<file path="src/verilog/fault_diag_pkg.sv">
/*
  Package for the fault supervision block: status word bit positions,
  PWM error duty codes, slow-channel message layout and timing counts.
  Assumes duty cycles are expressed in tenths of a percent (0..1000).
*/
package fault_diag_pkg;

  // ---------------------------------------------------------------
  // Primary status word bit positions
  // ---------------------------------------------------------------
  localparam int P_DSP_CHECK = 15;
  localparam int P_NVM_CRC = 14;
  localparam int P_MEM_CRC = 13;
  localparam int P_TEMP_RANGE = 12;
  localparam int P_TEMP_PLAUS = 11;
  localparam int P_HALL_SUPPLY = 10;
  localparam int P_OVERTEMP_HW = 9;
  localparam int P_ADC_STUCK = 7;
  localparam int P_DECIM_OVF = 6;
  localparam int P_MAG_HIGH = 5;
  localparam int P_MAG_LOW = 4;
  localparam int P_POS_HIGH = 3;
  localparam int P_POS_LOW = 2;
  localparam int P_HALL_CURRENT = 1;
  localparam logic [15:0] PRIMARY_MASK = 16'hFEFE;

  // ---------------------------------------------------------------
  // Secondary status word bit positions
  // ---------------------------------------------------------------
  localparam int S_AUX_ADC_A = 14;
  localparam int S_AUX_ADC_B = 12;
  localparam int S_UNDERVOLT = 11;
  localparam int S_OVERVOLT = 10;
  localparam int S_ANALOG_SUP = 9;
  localparam int S_DIGITAL_SUP = 8;
  localparam int S_MCU_SELFTEST = 7;
  localparam int S_ROM_OPCODE = 6;
  localparam int S_MEM_OPCODE = 5;
  localparam int S_ANALOG_PART = 1;
  localparam logic [15:0] SECONDARY_MASK = 16'h5FE2;
  localparam logic [15:0] SECONDARY_READ_MASK = 16'h5F00;
  localparam logic [15:0] SECONDARY_RESET_MASK = 16'h00FF;
  localparam logic [15:0] STATUS_RESET = 16'h0000;

  // ---------------------------------------------------------------
  // PWM error duty codes, tenths of a percent
  // ---------------------------------------------------------------
  localparam logic [9:0] DUTY_ERR_LOW = 10'h005;
  localparam logic [9:0] DUTY_ERR_HIGH = 10'h3E3;
  localparam logic [9:0] DUTY_SUPPLY = 10'h014;

  // ---------------------------------------------------------------
  // Slow-channel diagnostic message
  // ---------------------------------------------------------------
  localparam logic [7:0] SLOW_MSG_ID = 8'h01;
  localparam int SLOW_ALWAYS_ONE = 11;
  localparam int SLOW_MEM = 0;
  localparam int SLOW_ADC_DSP = 1;
  localparam int SLOW_REGULATOR = 2;
  localparam int SLOW_ADC_CLIP = 3;
  localparam int SLOW_TEMP = 4;
  localparam int SLOW_PATH = 5;
  localparam int SLOW_OVERVOLT = 6;
  localparam int SLOW_UNDERVOLT = 7;
  localparam int SLOW_HALL = 9;
  localparam int SLOW_MAG = 10;

  // ---------------------------------------------------------------
  // Timing: periodic self-test interval and reset pulse length
  // ---------------------------------------------------------------
  localparam int CLK_HZ = 25000000;
  localparam int SELFTEST_PERIOD_US = 100;
  localparam int SELFTEST_CYCLES = SELFTEST_PERIOD_US * (CLK_HZ / 1000000);
  localparam logic [11:0] SELFTEST_CNT_MAX = 12'(SELFTEST_CYCLES - 1);
  localparam logic [3:0] RESET_PULSE_CYCLES = 4'h8;

  typedef enum logic [1:0] {
    ST_STARTUP,
    ST_RUN,
    ST_HOLD
  } test_phase_e;

endpackage : fault_diag_pkg

</file>
<file path="src/verilog/sensor_fault_diagnostics.sv">
/*
  Fault supervision of a magnetic position sensor: latches self-test
  results into two status words, selects the PWM error duty, builds the
  slow-channel diagnostic payload and requests a device reset on fatal
  controller faults. Assumes raw fault inputs are asynchronous levels and
  that the programming interface reads the status words as plain ports.
*/
`timescale 1ns/1ps
module sensor_fault_diagnostics (
  input wire logic clk,
  input wire logic reset_n,
  input wire logic clk_en,
  input wire logic variant_fixed,
  input wire logic pwm_mode,
  input wire logic supply_report_en,
  input wire logic error_high_sel,
  input wire logic [9:0] standard_error_level_setting,
  input wire logic [9:0] magnet_loss_output_setting,
  input wire logic sent_mag_loss,
  input wire logic [15:0] primary_fault_raw,
  input wire logic [15:0] secondary_fault_raw,
  input wire logic adc_clip_raw,
  input wire logic status_clear,
  output logic [15:0] fault_status_primary,
  output logic [15:0] fault_status_secondary,
  output logic fault_active,
  output logic pwm_error_force,
  output logic [9:0] pwm_error_duty,
  output logic [7:0] slow_msg_id,
  output logic [11:0] slow_msg_data,
  output logic selftest_strobe,
  output logic startup_done,
  output logic device_reset_req
);

  // ---------------------------------------------------------------
  // Self-test scheduling
  // ---------------------------------------------------------------
  fault_diag_pkg::test_phase_e phase_r;
  fault_diag_pkg::test_phase_e phase_nxt;
  logic [11:0] tick_r;
  logic [11:0] tick_nxt;
  logic [3:0] rst_cnt_r;
  logic [3:0] rst_cnt_nxt;
  logic strobe;
  logic [15:0] prim_word;
  logic [15:0] sec_word;
  logic fatal;
  logic clip_sync1_r;
  logic clip_sync2_r;
  logic clip_r;
  logic clip_nxt;

  assign strobe = (tick_r == fault_diag_pkg::SELFTEST_CNT_MAX);
  assign fatal = |(sec_word & fault_diag_pkg::SECONDARY_RESET_MASK);

  always_comb begin
    phase_nxt = phase_r;
    tick_nxt = strobe ? 12'h000 : tick_r + 12'h001;
    rst_cnt_nxt = rst_cnt_r;
    unique case (phase_r)
      fault_diag_pkg::ST_STARTUP: begin
        if (fatal) begin
          phase_nxt = fault_diag_pkg::ST_HOLD;
          rst_cnt_nxt = fault_diag_pkg::RESET_PULSE_CYCLES;
        end else if (strobe) begin
          phase_nxt = fault_diag_pkg::ST_RUN;
        end
      end
      fault_diag_pkg::ST_RUN: begin
        if (fatal) begin
          phase_nxt = fault_diag_pkg::ST_HOLD;
          rst_cnt_nxt = fault_diag_pkg::RESET_PULSE_CYCLES;
        end
      end
      fault_diag_pkg::ST_HOLD: begin
        if (rst_cnt_r != 4'h0) begin
          rst_cnt_nxt = rst_cnt_r - 4'h1;
        end
      end
    endcase
  end

  always_ff @(posedge clk) begin
    if (!reset_n) begin
      phase_r <= fault_diag_pkg::ST_STARTUP;
      tick_r <= 12'h000;
      rst_cnt_r <= 4'h0;
    end else if (clk_en) begin
      phase_r <= phase_nxt;
      tick_r <= tick_nxt;
      rst_cnt_r <= rst_cnt_nxt;
    end
  end

  // ---------------------------------------------------------------
  // Status words
  // ---------------------------------------------------------------
  logic [15:0] prim_raw;
  logic [15:0] sec_raw;

  always_comb begin
    prim_raw = 16'h0000;
    prim_raw[fault_diag_pkg::P_DSP_CHECK] =
      primary_fault_raw[fault_diag_pkg::P_DSP_CHECK];
    prim_raw[fault_diag_pkg::P_NVM_CRC] =
      primary_fault_raw[fault_diag_pkg::P_NVM_CRC];
    prim_raw[fault_diag_pkg::P_MEM_CRC] =
      primary_fault_raw[fault_diag_pkg::P_MEM_CRC];
    prim_raw[fault_diag_pkg::P_TEMP_RANGE] =
      primary_fault_raw[fault_diag_pkg::P_TEMP_RANGE];
    prim_raw[fault_diag_pkg::P_TEMP_PLAUS] =
      primary_fault_raw[fault_diag_pkg::P_TEMP_PLAUS];
    prim_raw[fault_diag_pkg::P_OVERTEMP_HW] =
      primary_fault_raw[fault_diag_pkg::P_OVERTEMP_HW];
    prim_raw[fault_diag_pkg::P_HALL_SUPPLY] =
      primary_fault_raw[fault_diag_pkg::P_HALL_SUPPLY];
    prim_raw[fault_diag_pkg::P_HALL_CURRENT] =
      primary_fault_raw[fault_diag_pkg::P_HALL_CURRENT];
    prim_raw[fault_diag_pkg::P_ADC_STUCK] =
      primary_fault_raw[fault_diag_pkg::P_ADC_STUCK];
    prim_raw[fault_diag_pkg::P_DECIM_OVF] =
      primary_fault_raw[fault_diag_pkg::P_DECIM_OVF];
    prim_raw[fault_diag_pkg::P_MAG_HIGH] =
      primary_fault_raw[fault_diag_pkg::P_MAG_HIGH];
    prim_raw[fault_diag_pkg::P_MAG_LOW] =
      primary_fault_raw[fault_diag_pkg::P_MAG_LOW];
    prim_raw[fault_diag_pkg::P_POS_HIGH] =
      primary_fault_raw[fault_diag_pkg::P_POS_HIGH];
    prim_raw[fault_diag_pkg::P_POS_LOW] =
      primary_fault_raw[fault_diag_pkg::P_POS_LOW];
    sec_raw = secondary_fault_raw & fault_diag_pkg::SECONDARY_MASK;
    sec_raw[fault_diag_pkg::S_AUX_ADC_B] =
      secondary_fault_raw[fault_diag_pkg::S_AUX_ADC_A];
  end

  // Sticky words, a set beats a clear in the same cycle
  status_word #(.MASK(fault_diag_pkg::PRIMARY_MASK)) u_primary (
    .clk(clk),
    .reset_n(reset_n),
    .clk_en(clk_en),
    .raw(prim_raw),
    .sample(1'b1),
    .clear(status_clear),
    .word(prim_word)
  );

  status_word #(.MASK(fault_diag_pkg::SECONDARY_MASK)) u_secondary (
    .clk(clk),
    .reset_n(reset_n),
    .clk_en(clk_en),
    .raw(sec_raw),
    .sample(1'b1),
    .clear(status_clear),
    .word(sec_word)
  );

  always_comb begin
    clip_nxt = clip_r;
    if (status_clear) begin
      clip_nxt = 1'b0;
    end
    if (clip_sync2_r) begin
      clip_nxt = 1'b1;
    end
  end

  always_ff @(posedge clk) begin
    if (!reset_n) begin
      clip_sync1_r <= 1'b0;
      clip_sync2_r <= 1'b0;
      clip_r <= 1'b0;
    end else if (clk_en) begin
      clip_sync1_r <= adc_clip_raw;
      clip_sync2_r <= clip_sync1_r;
      clip_r <= clip_nxt;
    end
  end

  // ---------------------------------------------------------------
  // Output selection
  // ---------------------------------------------------------------
  logic [15:0] prim_out_nxt;
  logic [15:0] sec_out_nxt;
  logic [9:0] duty_nxt;
  logic force_nxt;
  logic [11:0] slow_nxt;
  logic general_err;
  logic supply_err;

  assign supply_err = sec_word[fault_diag_pkg::S_UNDERVOLT] |
    sec_word[fault_diag_pkg::S_OVERVOLT];
  // Fatal bits reset the device instead of forcing an error duty
  assign general_err = |prim_word |
    sec_word[fault_diag_pkg::S_AUX_ADC_A] |
    sec_word[fault_diag_pkg::S_AUX_ADC_B] |
    sec_word[fault_diag_pkg::S_ANALOG_SUP] |
    sec_word[fault_diag_pkg::S_DIGITAL_SUP];

  always_comb begin
    prim_out_nxt = prim_word;
    sec_out_nxt = sec_word & fault_diag_pkg::SECONDARY_READ_MASK;
    force_nxt = pwm_mode && (general_err || supply_err);
    duty_nxt = 10'h000;
    if (general_err) begin
      if (variant_fixed) begin
        duty_nxt = prim_word[fault_diag_pkg::P_MAG_LOW] ?
          magnet_loss_output_setting : standard_error_level_setting;
      end else begin
        duty_nxt = error_high_sel ? fault_diag_pkg::DUTY_ERR_HIGH :
          fault_diag_pkg::DUTY_ERR_LOW;
      end
    end else if (supply_err) begin
      if (supply_report_en) begin
        duty_nxt = fault_diag_pkg::DUTY_SUPPLY;
      end else begin
        force_nxt = 1'b0;
      end
    end
    slow_nxt = 12'h000;
    slow_nxt[fault_diag_pkg::SLOW_ALWAYS_ONE] = 1'b1;
    slow_nxt[fault_diag_pkg::SLOW_MEM] =
      prim_word[fault_diag_pkg::P_NVM_CRC] |
      prim_word[fault_diag_pkg::P_MEM_CRC];
    slow_nxt[fault_diag_pkg::SLOW_ADC_DSP] =
      prim_word[fault_diag_pkg::P_DSP_CHECK] |
      prim_word[fault_diag_pkg::P_ADC_STUCK] |
      sec_word[fault_diag_pkg::S_AUX_ADC_A];
    slow_nxt[fault_diag_pkg::SLOW_REGULATOR] =
      sec_word[fault_diag_pkg::S_ANALOG_SUP] |
      sec_word[fault_diag_pkg::S_DIGITAL_SUP];
    slow_nxt[fault_diag_pkg::SLOW_ADC_CLIP] = clip_r;
    slow_nxt[fault_diag_pkg::SLOW_TEMP] =
      prim_word[fault_diag_pkg::P_TEMP_PLAUS] |
      prim_word[fault_diag_pkg::P_TEMP_RANGE];
    slow_nxt[fault_diag_pkg::SLOW_PATH] =
      prim_word[fault_diag_pkg::P_DECIM_OVF] |
      prim_word[fault_diag_pkg::P_POS_HIGH] |
      prim_word[fault_diag_pkg::P_POS_LOW];
    slow_nxt[fault_diag_pkg::SLOW_OVERVOLT] =
      sec_word[fault_diag_pkg::S_OVERVOLT];
    slow_nxt[fault_diag_pkg::SLOW_UNDERVOLT] =
      sec_word[fault_diag_pkg::S_UNDERVOLT];
    slow_nxt[fault_diag_pkg::SLOW_HALL] =
      prim_word[fault_diag_pkg::P_HALL_SUPPLY] |
      prim_word[fault_diag_pkg::P_HALL_CURRENT];
    slow_nxt[fault_diag_pkg::SLOW_MAG] = !sent_mag_loss &&
      (prim_word[fault_diag_pkg::P_MAG_HIGH] |
      prim_word[fault_diag_pkg::P_MAG_LOW]);
  end

  logic [15:0] prim_out_r;
  logic [15:0] sec_out_r;
  logic [9:0] duty_r;
  logic force_r;
  logic [11:0] slow_r;

  always_ff @(posedge clk) begin
    if (!reset_n) begin
      prim_out_r <= fault_diag_pkg::STATUS_RESET;
      sec_out_r <= fault_diag_pkg::STATUS_RESET;
      duty_r <= 10'h000;
      force_r <= 1'b0;
      slow_r <= 12'h000;
    end else if (clk_en) begin
      prim_out_r <= prim_out_nxt;
      sec_out_r <= sec_out_nxt;
      duty_r <= duty_nxt;
      force_r <= force_nxt;
      slow_r <= slow_nxt;
    end
  end

  assign fault_status_primary = prim_out_r;
  assign fault_status_secondary = sec_out_r;
  assign pwm_error_force = force_r;
  assign pwm_error_duty = duty_r;
  assign fault_active = force_r;
  assign slow_msg_id = fault_diag_pkg::SLOW_MSG_ID;
  assign slow_msg_data = slow_r;
  assign selftest_strobe = strobe;
  assign startup_done = (phase_r != fault_diag_pkg::ST_STARTUP);
  assign device_reset_req = (phase_r == fault_diag_pkg::ST_HOLD) &&
    (rst_cnt_r != 4'h0);

endmodule : sensor_fault_diagnostics

</file>
<file path="src/verilog/sticky_flag.sv">
/*
  One sticky fault flag with synchronised raw input; set wins over clear.
  Assumes raw input comes from outside the clock domain.
*/
`timescale 1ns/1ps
module sticky_flag (
  input wire logic clk,
  input wire logic reset_n,
  input wire logic clk_en,
  input wire logic raw,
  input wire logic sample,
  input wire logic clear,
  output logic flag
);

  logic sync1_r;
  logic sync2_r;
  logic flag_r;
  logic sync1_nxt;
  logic sync2_nxt;
  logic flag_nxt;

  always_comb begin
    sync1_nxt = raw;
    sync2_nxt = sync1_r;
    flag_nxt = flag_r;
    if (clear) begin
      flag_nxt = 1'b0;
    end
    if (sample && sync2_r) begin
      flag_nxt = 1'b1;
    end
  end

  always_ff @(posedge clk) begin
    if (!reset_n) begin
      sync1_r <= 1'b0;
      sync2_r <= 1'b0;
      flag_r <= 1'b0;
    end else if (clk_en) begin
      sync1_r <= sync1_nxt;
      sync2_r <= sync2_nxt;
      flag_r <= flag_nxt;
    end
  end

  assign flag = flag_r;

endmodule : sticky_flag

</file>
<file path="src/verilog/status_word.sv">
/*
  One sticky flag per position set in MASK, forming one status word; reserved bits stay zero.
  Assumes the mask parameter marks the implemented positions.
*/
`timescale 1ns/1ps
module status_word #(
  parameter logic [15:0] MASK = 16'hFFFF
) (
  input wire logic clk,
  input wire logic reset_n,
  input wire logic clk_en,
  input wire logic [15:0] raw,
  input wire logic sample,
  input wire logic clear,
  output logic [15:0] word
);

  for (genvar i = 0; i < 16; i++) begin : g_bit
    if (MASK[i]) begin : g_used
      sticky_flag u_flag (
        .clk(clk),
        .reset_n(reset_n),
        .clk_en(clk_en),
        .raw(raw[i]),
        .sample(sample),
        .clear(clear),
        .flag(word[i])
      );
    end else begin : g_rsvd
      assign word[i] = 1'b0;
    end
  end

endmodule : status_word

</file>
<file path="config.mk">
export PLATFORM = sky130hd
export DESIGN_NAME = sensor_fault_diagnostics
export DESIGN_NICKNAME = d
export VERILOG_FILES = /design/src/verilog/fault_diag_pkg.sv /design/src/verilog/sensor_fault_diagnostics.sv /design/src/verilog/sticky_flag.sv /design/src/verilog/status_word.sv
export SDC_FILE = /design/constraint.sdc
export NUM_CORES = 1
export LEC_CHECK = 0
export BUFFER_PORTS_ARGS = -buffer_cell sky130_fd_sc_hd__buf_4
export CORE_MARGIN = 1
export CORE_UTILIZATION = 45
export DETAILED_ROUTE_END_ITERATION = 6
export PLACE_DENSITY = 0.72
export SYNTH_ARGS = -nofsm -noshare
export SYNTH_HDL_FRONTEND = slang
export SYNTH_SLANG_ARGS = --single-unit
export TNS_END_PERCENT = 5
</file>
<file path="constraint.sdc">
create_clock -name clk -period 1.69 [get_ports clk]
set_input_delay 0.169 -clock clk [delete_from_list [all_inputs] [get_ports clk]]
set_output_delay 0.169 -clock clk [all_outputs]
set_load 0.05 [all_outputs]
</file>
# Yosys cells after proc, flatten, opt, wreduce, memory -nomap -nowiden
# Index checks and enable logic that the tools add are counted.
# classes
add_sub_neg,2
n_mul,0
div_mod_pow,0
magnitude_cmp,0
eq_ne,7
shifts,0
n_mux,42
bitwise_logic,14
n_reduce_logical,62
# op_table
operator,n
nonzero test 2 bit,26
AND reduction 2 bit,24
2-to-1 mux 10 bit,4
2-to-1 mux 1 bit,28
bitwise OR 1 bit,14
OR reduction 14 bit,1
adder 12 x 1 -> 12 bit (second input constant),1
== test 12 bit (second input constant),1
2-to-1 mux 12 bit,1
2-to-1 mux 5 bit,2
2-to-1 mux 4 bit,2
one-hot mux 4 bit (2 select lines),1
2-to-1 mux 2 bit,3
inequality test 2 bit (second input constant),2
one-hot mux 2 bit (2 select lines),1
AND reduction 4 bit,1
nonzero test 4 bit,1
OR reduction 4 bit,1
subtractor 4 x 1 -> 4 bit (second input constant),1
logical AND 1 bit,3
inequality test 3 bit (second input constant),1
AND reduction 3 bit,1
== test 2 x 1 -> 1 bit (second input constant),1
== test 2 bit (second input constant),1
5 further kinds,5
# totals
ff_bits,131
latch_bits,0
ramBits,0
rom_bits,0
wordCells,207
mem_count,0

# Depth between registers and ports, before layout
# Gate-level depths: netlist of the first run.
# depth
depth_word,10
mapped_depth,6

# By module
# From an unflattened synthesis of the first run, not the netlist that was laid out.
# unflattened
cells_unflattened,594
hier_area_um2,5654.2
# modules_own_cells
module,instances,cells_per_inst,area_per_inst_um2,seq_area_each_um2
sensor_fault_diagnostics,1,320,2824.0,1261.2
sticky_flag,24,11,115.1,60.1
status_word (u_secondary),1,7,48.8,0.0
status_word (u_primary),1,3,18.8,0.0

# Least setup slack after synthesis of the first run
# No wires, ideal clock.
# synth_timing
path_kind,register -> register
startpoint,register tick_r[3]
endpoint,register tick_r[0]
setup_ns,0.115
arrival_time_ns,1.814
required_time_ns,1.575
path_slack_ns,-0.239
stages_incl_launch_ff,6
synth_period_minus_slack_ns,1.929
cell_sequence,dfxtp_1 or4b_4 nor3_4 a21o_1 buf_4 nor2_1
# synth_via
elab_chain_cells,2
# synth_lines
element,line_no,source
"start, declared",sensor_fault_diagnostics.sv:41,logic [11:0] tick_r;
"start signal, assigned",sensor_fault_diagnostics.sv:91,tick_r <= tick_nxt;
== test 12 bit,sensor_fault_diagnostics.sv:54,assign strobe = (tick_r == fault_diag_pkg::SELFTEST_CNT_MAX);
net selftest_strobe,sensor_fault_diagnostics.sv:31,"output logic selftest_strobe,"
2-to-1 mux 12 bit,sensor_fault_diagnostics.sv:59,tick_nxt = strobe ? 12'h000 : tick_r + 12'h001;
# The timed path passes the listed nets, and every way through them passes these cells.
# A chain may end at the register's enable or synchronous reset.

# Worst setup path in the final report of the first run
# layout_timing
startpoint,register rst_cnt_r[1]
endpoint,output device_reset_req
# layout_via
elab_chain_cells,2
# layout_lines
element,line_no,source
"start, declared",sensor_fault_diagnostics.sv:43,logic [3:0] rst_cnt_r;
"start signal, assigned",sensor_fault_diagnostics.sv:92,rst_cnt_r <= rst_cnt_nxt;
nonzero test 4 bit,sensor_fault_diagnostics.sv:284,(rst_cnt_r != 4'h0);
logical AND 1 bit,sensor_fault_diagnostics.sv:283,assign device_reset_req = (phase_r == fault_diag_pkg::ST_HOLD) &&
"end, declared",sensor_fault_diagnostics.sv:33,output logic device_reset_req
# Every way passes these cells.

==> results_dict.tcl, run 1 <==
set metrics [dict create \
    status "finished with violations" \
    violations "negative hold slack, negative setup slack" \
    slowest_delay_ns 0.38 \
    p_leak_nw 2.93 \
    rsz0062_at_grt "true" \
    switching_share_pct 27.0 \
    cts-root-buf "clkbuf_16" \
    intPower_w 0.00542 \
    die_w_um 109 \
    postRouteAntennaNets 0 \
    synthFlopType "dfxtp_1" \
    routabilityCongestion 0.718 \
    syn_area_per_cell_um2 9.59 \
    synth_area_mm2 0.00514 \
    n_antenna_cell 0 \
    cts_tree "yes" \
    combPwrFrac_pct 11.2 \
    grt_pass1_wl_um 17800 \
    fillers 916 \
    cts_max_level 4 \
    hold_slack_ns -0.00131 \
    place_ws_ns -0.114 \
    setup_viol 2 \
    worstPathRequired_ns 1.52 \
    ir_drop_mv 0.855 \
    finalHoldViolCount 1 \
    clk_latency_ns 0.42 \
    grt_pass1_vias 3752 \
    endpoint_kind "output pin" \
    drive_gt1_share_pct 25.4 \
    antenna_found_initial 0 \
    p_sw_w 0.00201 \
    core-area_mm2 0.0110 \
    dp_hpwl_um 7330 \
    dr.pass1.iters 5 \
    synth_cell_types 46 \
    maxCapViolations 0 \
    synth_area_leaders "dfxtp_1, mux2i_1, nor2_1, buf_4, a22oi_1" \
    synth.top_cell.area_share_pct 50.2 \
    crit_buf_inv 2 \
    worstMarginPinSlew_ns 0.658 \
    drt-initial-drc-count 257 \
    cp_top_family "simple AND/OR/NAND/NOR gates" \
    wl_per_cell_um 13.9 \
    syn2layout_area_growth_pct 31.2 \
    worstPathMaxFanout 3 \
    rows 38 \
    die_h_um 109 \
    yosysWarningCount 0 \
    critPathKind "flip-flop to output pin" \
    period_needed_ns 1.79 \
    skew_ns 0.0138 \
    ys_seq_area_share_pct 50.2 \
    fin_crit_sh_pct 106 \
    ys_ff_latch 129 \
    grt_max_degree 102 \
    fin_ws_ns -0.101 \
    nNetsFinal 713 \
    timing.fmax_mhz 559 \
    drcViolationCount 0 \
    io_buffer_count 98 \
    synth_edf_count 0 \
    grt.overflow.total 0 \
    hp-class "input port to flip-flop" \
    netlist_instances 536 \
    worstPathArrival_ns 1.62 \
    async_flop_share_pct 0 \
    slew_headroom_pct 55.7 \
    clk_pin_slew_worst_paths_ns 0.06 \
    numCtsBuffers 17 \
    slew_viol_final 0 \
    routed_wl_um 11100 \
    start_kind "flip-flop" \
    synth_top_cell_by_area "dfxtp_1" \
    critPathSlowestCell "or3b_4" \
    grt.total_usage_pct 19.6 \
    pwr-share-clk_pct 45.5 \
    dieArea_mm2 0.0119 \
    cts_sinks 129 \
    path_cells "inv_2, ha_4, or3b_4, and2_4, buf_8" \
    dr_total_vias 4089 \
    io_pins 129 \
    start_util_pct 46.8 \
    p_seq_share_pct 43.2 \
    cts_buffer_depth 2 \
    viasPerCell 5.10 \
    power_density_mw_per_mm2 1100 \
]
==> cell families (layout without fill, tap and decap cells) <==
| kind of cell | count (synthesis) | count (layout) | synth area share, % |
|---|---|---|---|
| simple gates | 174 | 174 | 15.3 |
| flops | 129 | 129 | 50.2 |
| mux | 81 | 81 | 15.8 |
| compound gates | 75 | 75 | 9.59 |
| buf+inv | 63 | 170 | 6.74 |
| xor+xnor | 10 | 10 | 1.70 |
| fa+ha+maj | 2 | 2 | 0.487 |
| other cells | 2 | 21 | 0.146 |
==> power groups by stage <==
stage                     clock network (W)  registers (W)  logic, W
after detailed placement                  0        0.00328  0.000799
after floorplan                           0        0.00337  0.000491
final                               0.00338        0.00321  0.000834
after global placement                    0        0.00327  0.000785
after global routing                0.00358        0.00322  0.000899
after CTS                           0.00345        0.00321  0.000836
==> what timing repair did <==
item / 4_1_cts / 5_1_grt
setup endpoints to repair: 8 / 5
hold buffers: 17 / 0
hold endpoints to repair: 17 / 0
buffers inserted: 4 / 0
gates resized for setup: 13 / 1
cloned: 0 / 0
pin swaps: 4 / 0
==> placed cells by master, fill, tap and decap left out, types with 5 or more instances in the layout <==
cell type      netlist  routed
a22oi_1             24      24
clkbuf_16            0      17
nand2_1              7       7
inv_6                0       5
nand4_1              7       7
a21oi_1             20      20
nor3_1               6       5
xor2_1               7       7
buf_4               26     111
a211oi_1             6       6
mux2i_1             79      79
nand2b_1             9       9
dlygate4sd3_1        0      17
o21ai_0             13      13
dfxtp_1            129     125
nor2_1             124     124
conb_1               2      21
==> worst register-to-register path, stage by stage, from the launching register on <==
cell and delay (ns):
dfxtp_1 0.32, or4_4 0.58, o221ai_1 0.39, nor2_1 0.11, o21a_1 0.18
==> stage by stage <==
step / utilization [%] / total power (W) / setup TNS [ns] / instance area, um^2 / cells
2_1_floorplan: - / 0.00386 / -2.03 / 5220 / 555
3_3_place_gp: 54.1 / 0.00406 / 0 / 5950 / 749
3_5_place_dp: 54.1 / 0.00408 / -0.330 / 5950 / 749
4_1_cts: 61.4 / 0.00749 / -0.212 / 6740 / 802
5_1_grt: 61.4 / 0.00770 / -0.352 / 6750 / 802
6_report: 61.4 / 0.00743 / -0.179 / 6750 / 802
==> path summary, 6_finish.rpt <==
path              cells after the start                                        end  slack [ns]                                    start
hold reg to reg                       2                          pwm_error_duty[0]        0.47                        pwm_error_duty[0]
hold / removal                        3  u_primary.g_bit[15].g_used.u_flag.sync1_r      -0.001                    primary_fault_raw[15]
setup / recovery                      5                           device_reset_req       -0.10                             rst_cnt_r[1]
setup reg to reg                      4                               rst_cnt_r[3]        0.01  u_secondary.g_bit[5].g_used.u_flag.flag
==> layer usage <==
| layer | track usage [%] | share of wire, % | wire length [um] |
|---|---|---|---|
| met1 | 24.4 | 46 | 5120 |
| met5 | 0 | 0 | 0 |
| met3 | 5.68 | 6.5 | 718 |
| met4 | 7.82 | 1.3 | 140 |
| met2 | 31.9 | 46 | 5150 |
==> state kept, by name (all words and copies together), names as in the netlist <==
register	flops
fault_status_secondary	3
u_primary.g_bit.g_used.u_flag.flag	14
u_secondary.g_bit.g_used.u_flag.flag	9
u_primary.g_bit.g_used.u_flag.sync1_r	14
rst_cnt_r	4
clip_sync1_r	1
u_secondary.g_bit.g_used.u_flag.sync2_r	9
clip_sync2_r	1
u_secondary.g_bit.g_used.u_flag.sync1_r	9
clip_r	1
u_primary.g_bit.g_used.u_flag.sync2_r	14
fault_status_primary	14
pwm_error_duty	10
phase_r	2
fault_active	1
slow_msg_data	11
tick_r	12
==> synthesized netlist by cell type (all sizes together), types with 2 or more instances <==
library cell,count
dfxtp,129
nor2,124
mux2i,79
buf,36
a22oi,24
clkbuf,23
a21oi,20
o21ai,13
nand2b,9
nand2,7
nand4,7
nor3,7
xor2,7
a211oi,6
nand3,4
and4,3
inv,3
xnor2,3
a41oi,2
conb,2
ha,2
mux2,2
o211ai,2
or3,2
or4,2
==> area by class of cell <==
cell class | instances | area [um^2] | share of cell area [%]
Sequential cell | 129 | 2590 | 38.4
Tap cell | 140 | 175 | 2.60
Multi-Input combinational cell | 363 | 2310 | 34.2
Inverter | 4 | 16.3 | 0.241
Clock buffer | 18 | 439 | 6.51
Timing Repair Buffer | 134 | 1100 | 16.3
Clock inverter | 14 | 120 | 1.78
Power figures use the tool's default switching activity.
==> inputs of run 2 (changes only) <==
--- a/config.mk
+++ b/config.mk
@@ -10,6 +10,7 @@
 export CORE_UTILIZATION = 45
 export DETAILED_ROUTE_END_ITERATION = 6
 export PLACE_DENSITY = 0.72
+export SKIP_LAST_GASP = 1
 export SYNTH_ARGS = -nofsm -noshare
 export SYNTH_HDL_FRONTEND = slang
 export SYNTH_SLANG_ARGS = --single-unit
==> results_dict.tcl, run 2 (synthesized netlist as in run 1, its figures left out) <==
set metrics [dict create \
    syn2layout_area_growth_pct 31.1 \
    drive_gt1_share_pct 25.1 \
    drcViolationCount 0 \
    dp_hpwl_um 7330 \
    dieArea_mm2 0.0119 \
    cts_sinks 129 \
    skew_ns 0.0219 \
    clk_pin_slew_worst_paths_ns 0.06 \
    ff2ff_path_depth 5 \
    path_cells "inv_2, ha_4, or3b_4, and2_4, buf_8" \
    grt_pass1_wl_um 17800 \
    routed_wl_um 11100 \
    setup_viol 7 \
    place_ws_ns -0.114 \
    die_w_um 109 \
    grt_pass1_vias 3752 \
    viasPerCell 5.08 \
    grt.overflow.total 0 \
    hold_depth 3 \
    start_util_pct 46.8 \
    cp_top_family "simple AND/OR/NAND/NOR gates" \
    dr.pass1.iters 4 \
    status "finished with violations" \
    finalHoldViolCount 2 \
    numCtsBuffers 17 \
    crit_buf_inv 2 \
    critPathKind "flip-flop to output pin" \
    worstPathMaxFanout 3 \
    total_power_w 0.00742 \
    fin_ws_ns -0.0965 \
    violations "negative hold slack, negative setup slack" \
    die_h_um 109 \
    power_density_mw_per_mm2 1100 \
    maxCapViolations 0 \
    cts_buffer_depth 2 \
    io_pins 129 \
    grt.total_usage_pct 19.6 \
    tns_ns -0.230 \
    hold_slack_ns -0.0130 \
    cts_tree "yes" \
    io_buffer_count 98 \
    dp.cells 749 \
    dr_total_vias 4075 \
    hp-class "input port to flip-flop" \
    critPathSlowestCell "or3b_4" \
    rsz0062_at_grt "true" \
    grt_max_degree 102 \
    multi_input_area_mm2 0.00230 \
    n_antenna_cell 0 \
    worstMarginPinSlew_ns 0.646 \
    start_kind "flip-flop" \
    drt-initial-drc-count 265 \
    timing.fmax_mhz 560 \
    final_cells 802 \
    wl_per_cell_um 13.9 \
    seqCellArea_mm2 0.00259 \
    worstPathArrival_ns 1.62 \
    p_leak_nw 2.93 \
    cp.depth 5 \
    slowest_delay_ns 0.38 \
    final_cell_mix "dfxtp_1, nor2_1, buf_4" \
    antenna_found_initial 0 \
    cts-root-buf "clkbuf_16" \
    core-area_mm2 0.0110 \
    worstPathRequired_ns 1.52 \
    rows 38 \
    nNetsFinal 713 \
    layout_commonest_cell "dfxtp_1" \
    routabilityCongestion 0.718 \
    slew_headroom_pct 56.5 \
    clk_latency_ns 0.42 \
    ir_drop_mv 0.855 \
    cts_max_level 4 \
    slew_viol_final 0 \
    fin_crit_sh_pct 106 \
    fillers 917 \
    period_needed_ns 1.79 \
    endpoint_kind "output pin" \
    postRouteAntennaNets 0 \
]
## run 2: cell count changes in the layout (fill, tap and decap cells not counted)
| cell | before | now |
|---|---|---|
| a21o_1 | 0 | 1 |
| a21o_2 | 1 | 0 |
| nor3_1 | 5 | 6 |
| nor3_2 | 1 | 0 |
## run 2: cell type report
| cell class | count | share of cell area, % |
|---|---|---|
| multi-input cells | 363 | 34.1 |
| flip-flops and latches | 129 | 38.4 |
| repair buffers | 134 | 16.3 |
| clock inverters | 14 | 1.78 |
| clock buffers | 18 | 6.52 |
| inverters | 4 | 0.241 |
| well taps | 140 | 2.60 |
## run 2: stage by stage
stage	util [%]	hold slack [ns]	cell area, um^2
final	61.4	-0.0130	6740
after global routing	61.4	0.00879	6740
after CTS	61.3	0.000173	6740
after detailed placement	54.1	0.414	5950
after global placement	54.1	0.402	5950
after floorplan	-	0.307	5220
## run 2: path summary, 6_finish.rpt
kind                         startpoint                                        end  slack (ns)
hold reg to reg       pwm_error_duty[0]                          pwm_error_duty[0]        0.47
hold / removal    primary_fault_raw[15]  u_primary.g_bit[15].g_used.u_flag.sync1_r       -0.01
setup reg to reg              tick_r[4]                                 tick_r[11]       -0.01
setup / recovery           rst_cnt_r[1]                           device_reset_req        -0.1
## run 2: metal layers
| layer | vias up | part of all wire, % | wire length (um) | GRT usage (%) |
|---|---|---|---|---|
| li1 | 2033 | - | - | - |
| met3 | 9 | 5.7 | 637 | 5.68 |
| met1 | 1908 | 46 | 5170 | 24.4 |
| met2 | 125 | 47 | 5240 | 31.9 |
| met5 | - | 0 | 0 | 0 |
| met4 | 0 | 0.78 | 87 | 7.82 |
## run 2: timing repair
| action | 4_1_cts | 5_1_grt |
|---|---|---|
| buffers inserted | 4 | 0 |
| cloned | 0 | 0 |
| endpoints found under the setup margin | 8 | 18 |
| endpoints found under the hold margin | 17 | 0 |
| gates resized for setup | 11 | 1 |
| pin swaps | 4 | 0 |
| hold buffers | 17 | 0 |
## run 2: worst register-to-register path, cell delays in order, from the launching register on
cell and delay [ns]:
dfxtp_2 0.33, or4b_4 0.53, nor3_4 0.15, buf_4 0.14, a21o_1 0.34, a21oi_1 0.08
## run 2: where the power goes
part	switching [W]	leakage, nW	internal (W)
clock network	0.00143	0.262	0.00195
logic	0.000512	1.62	0.000322
registers	0.0000637	1.05	0.00315
total	0.00201	2.93	0.00542
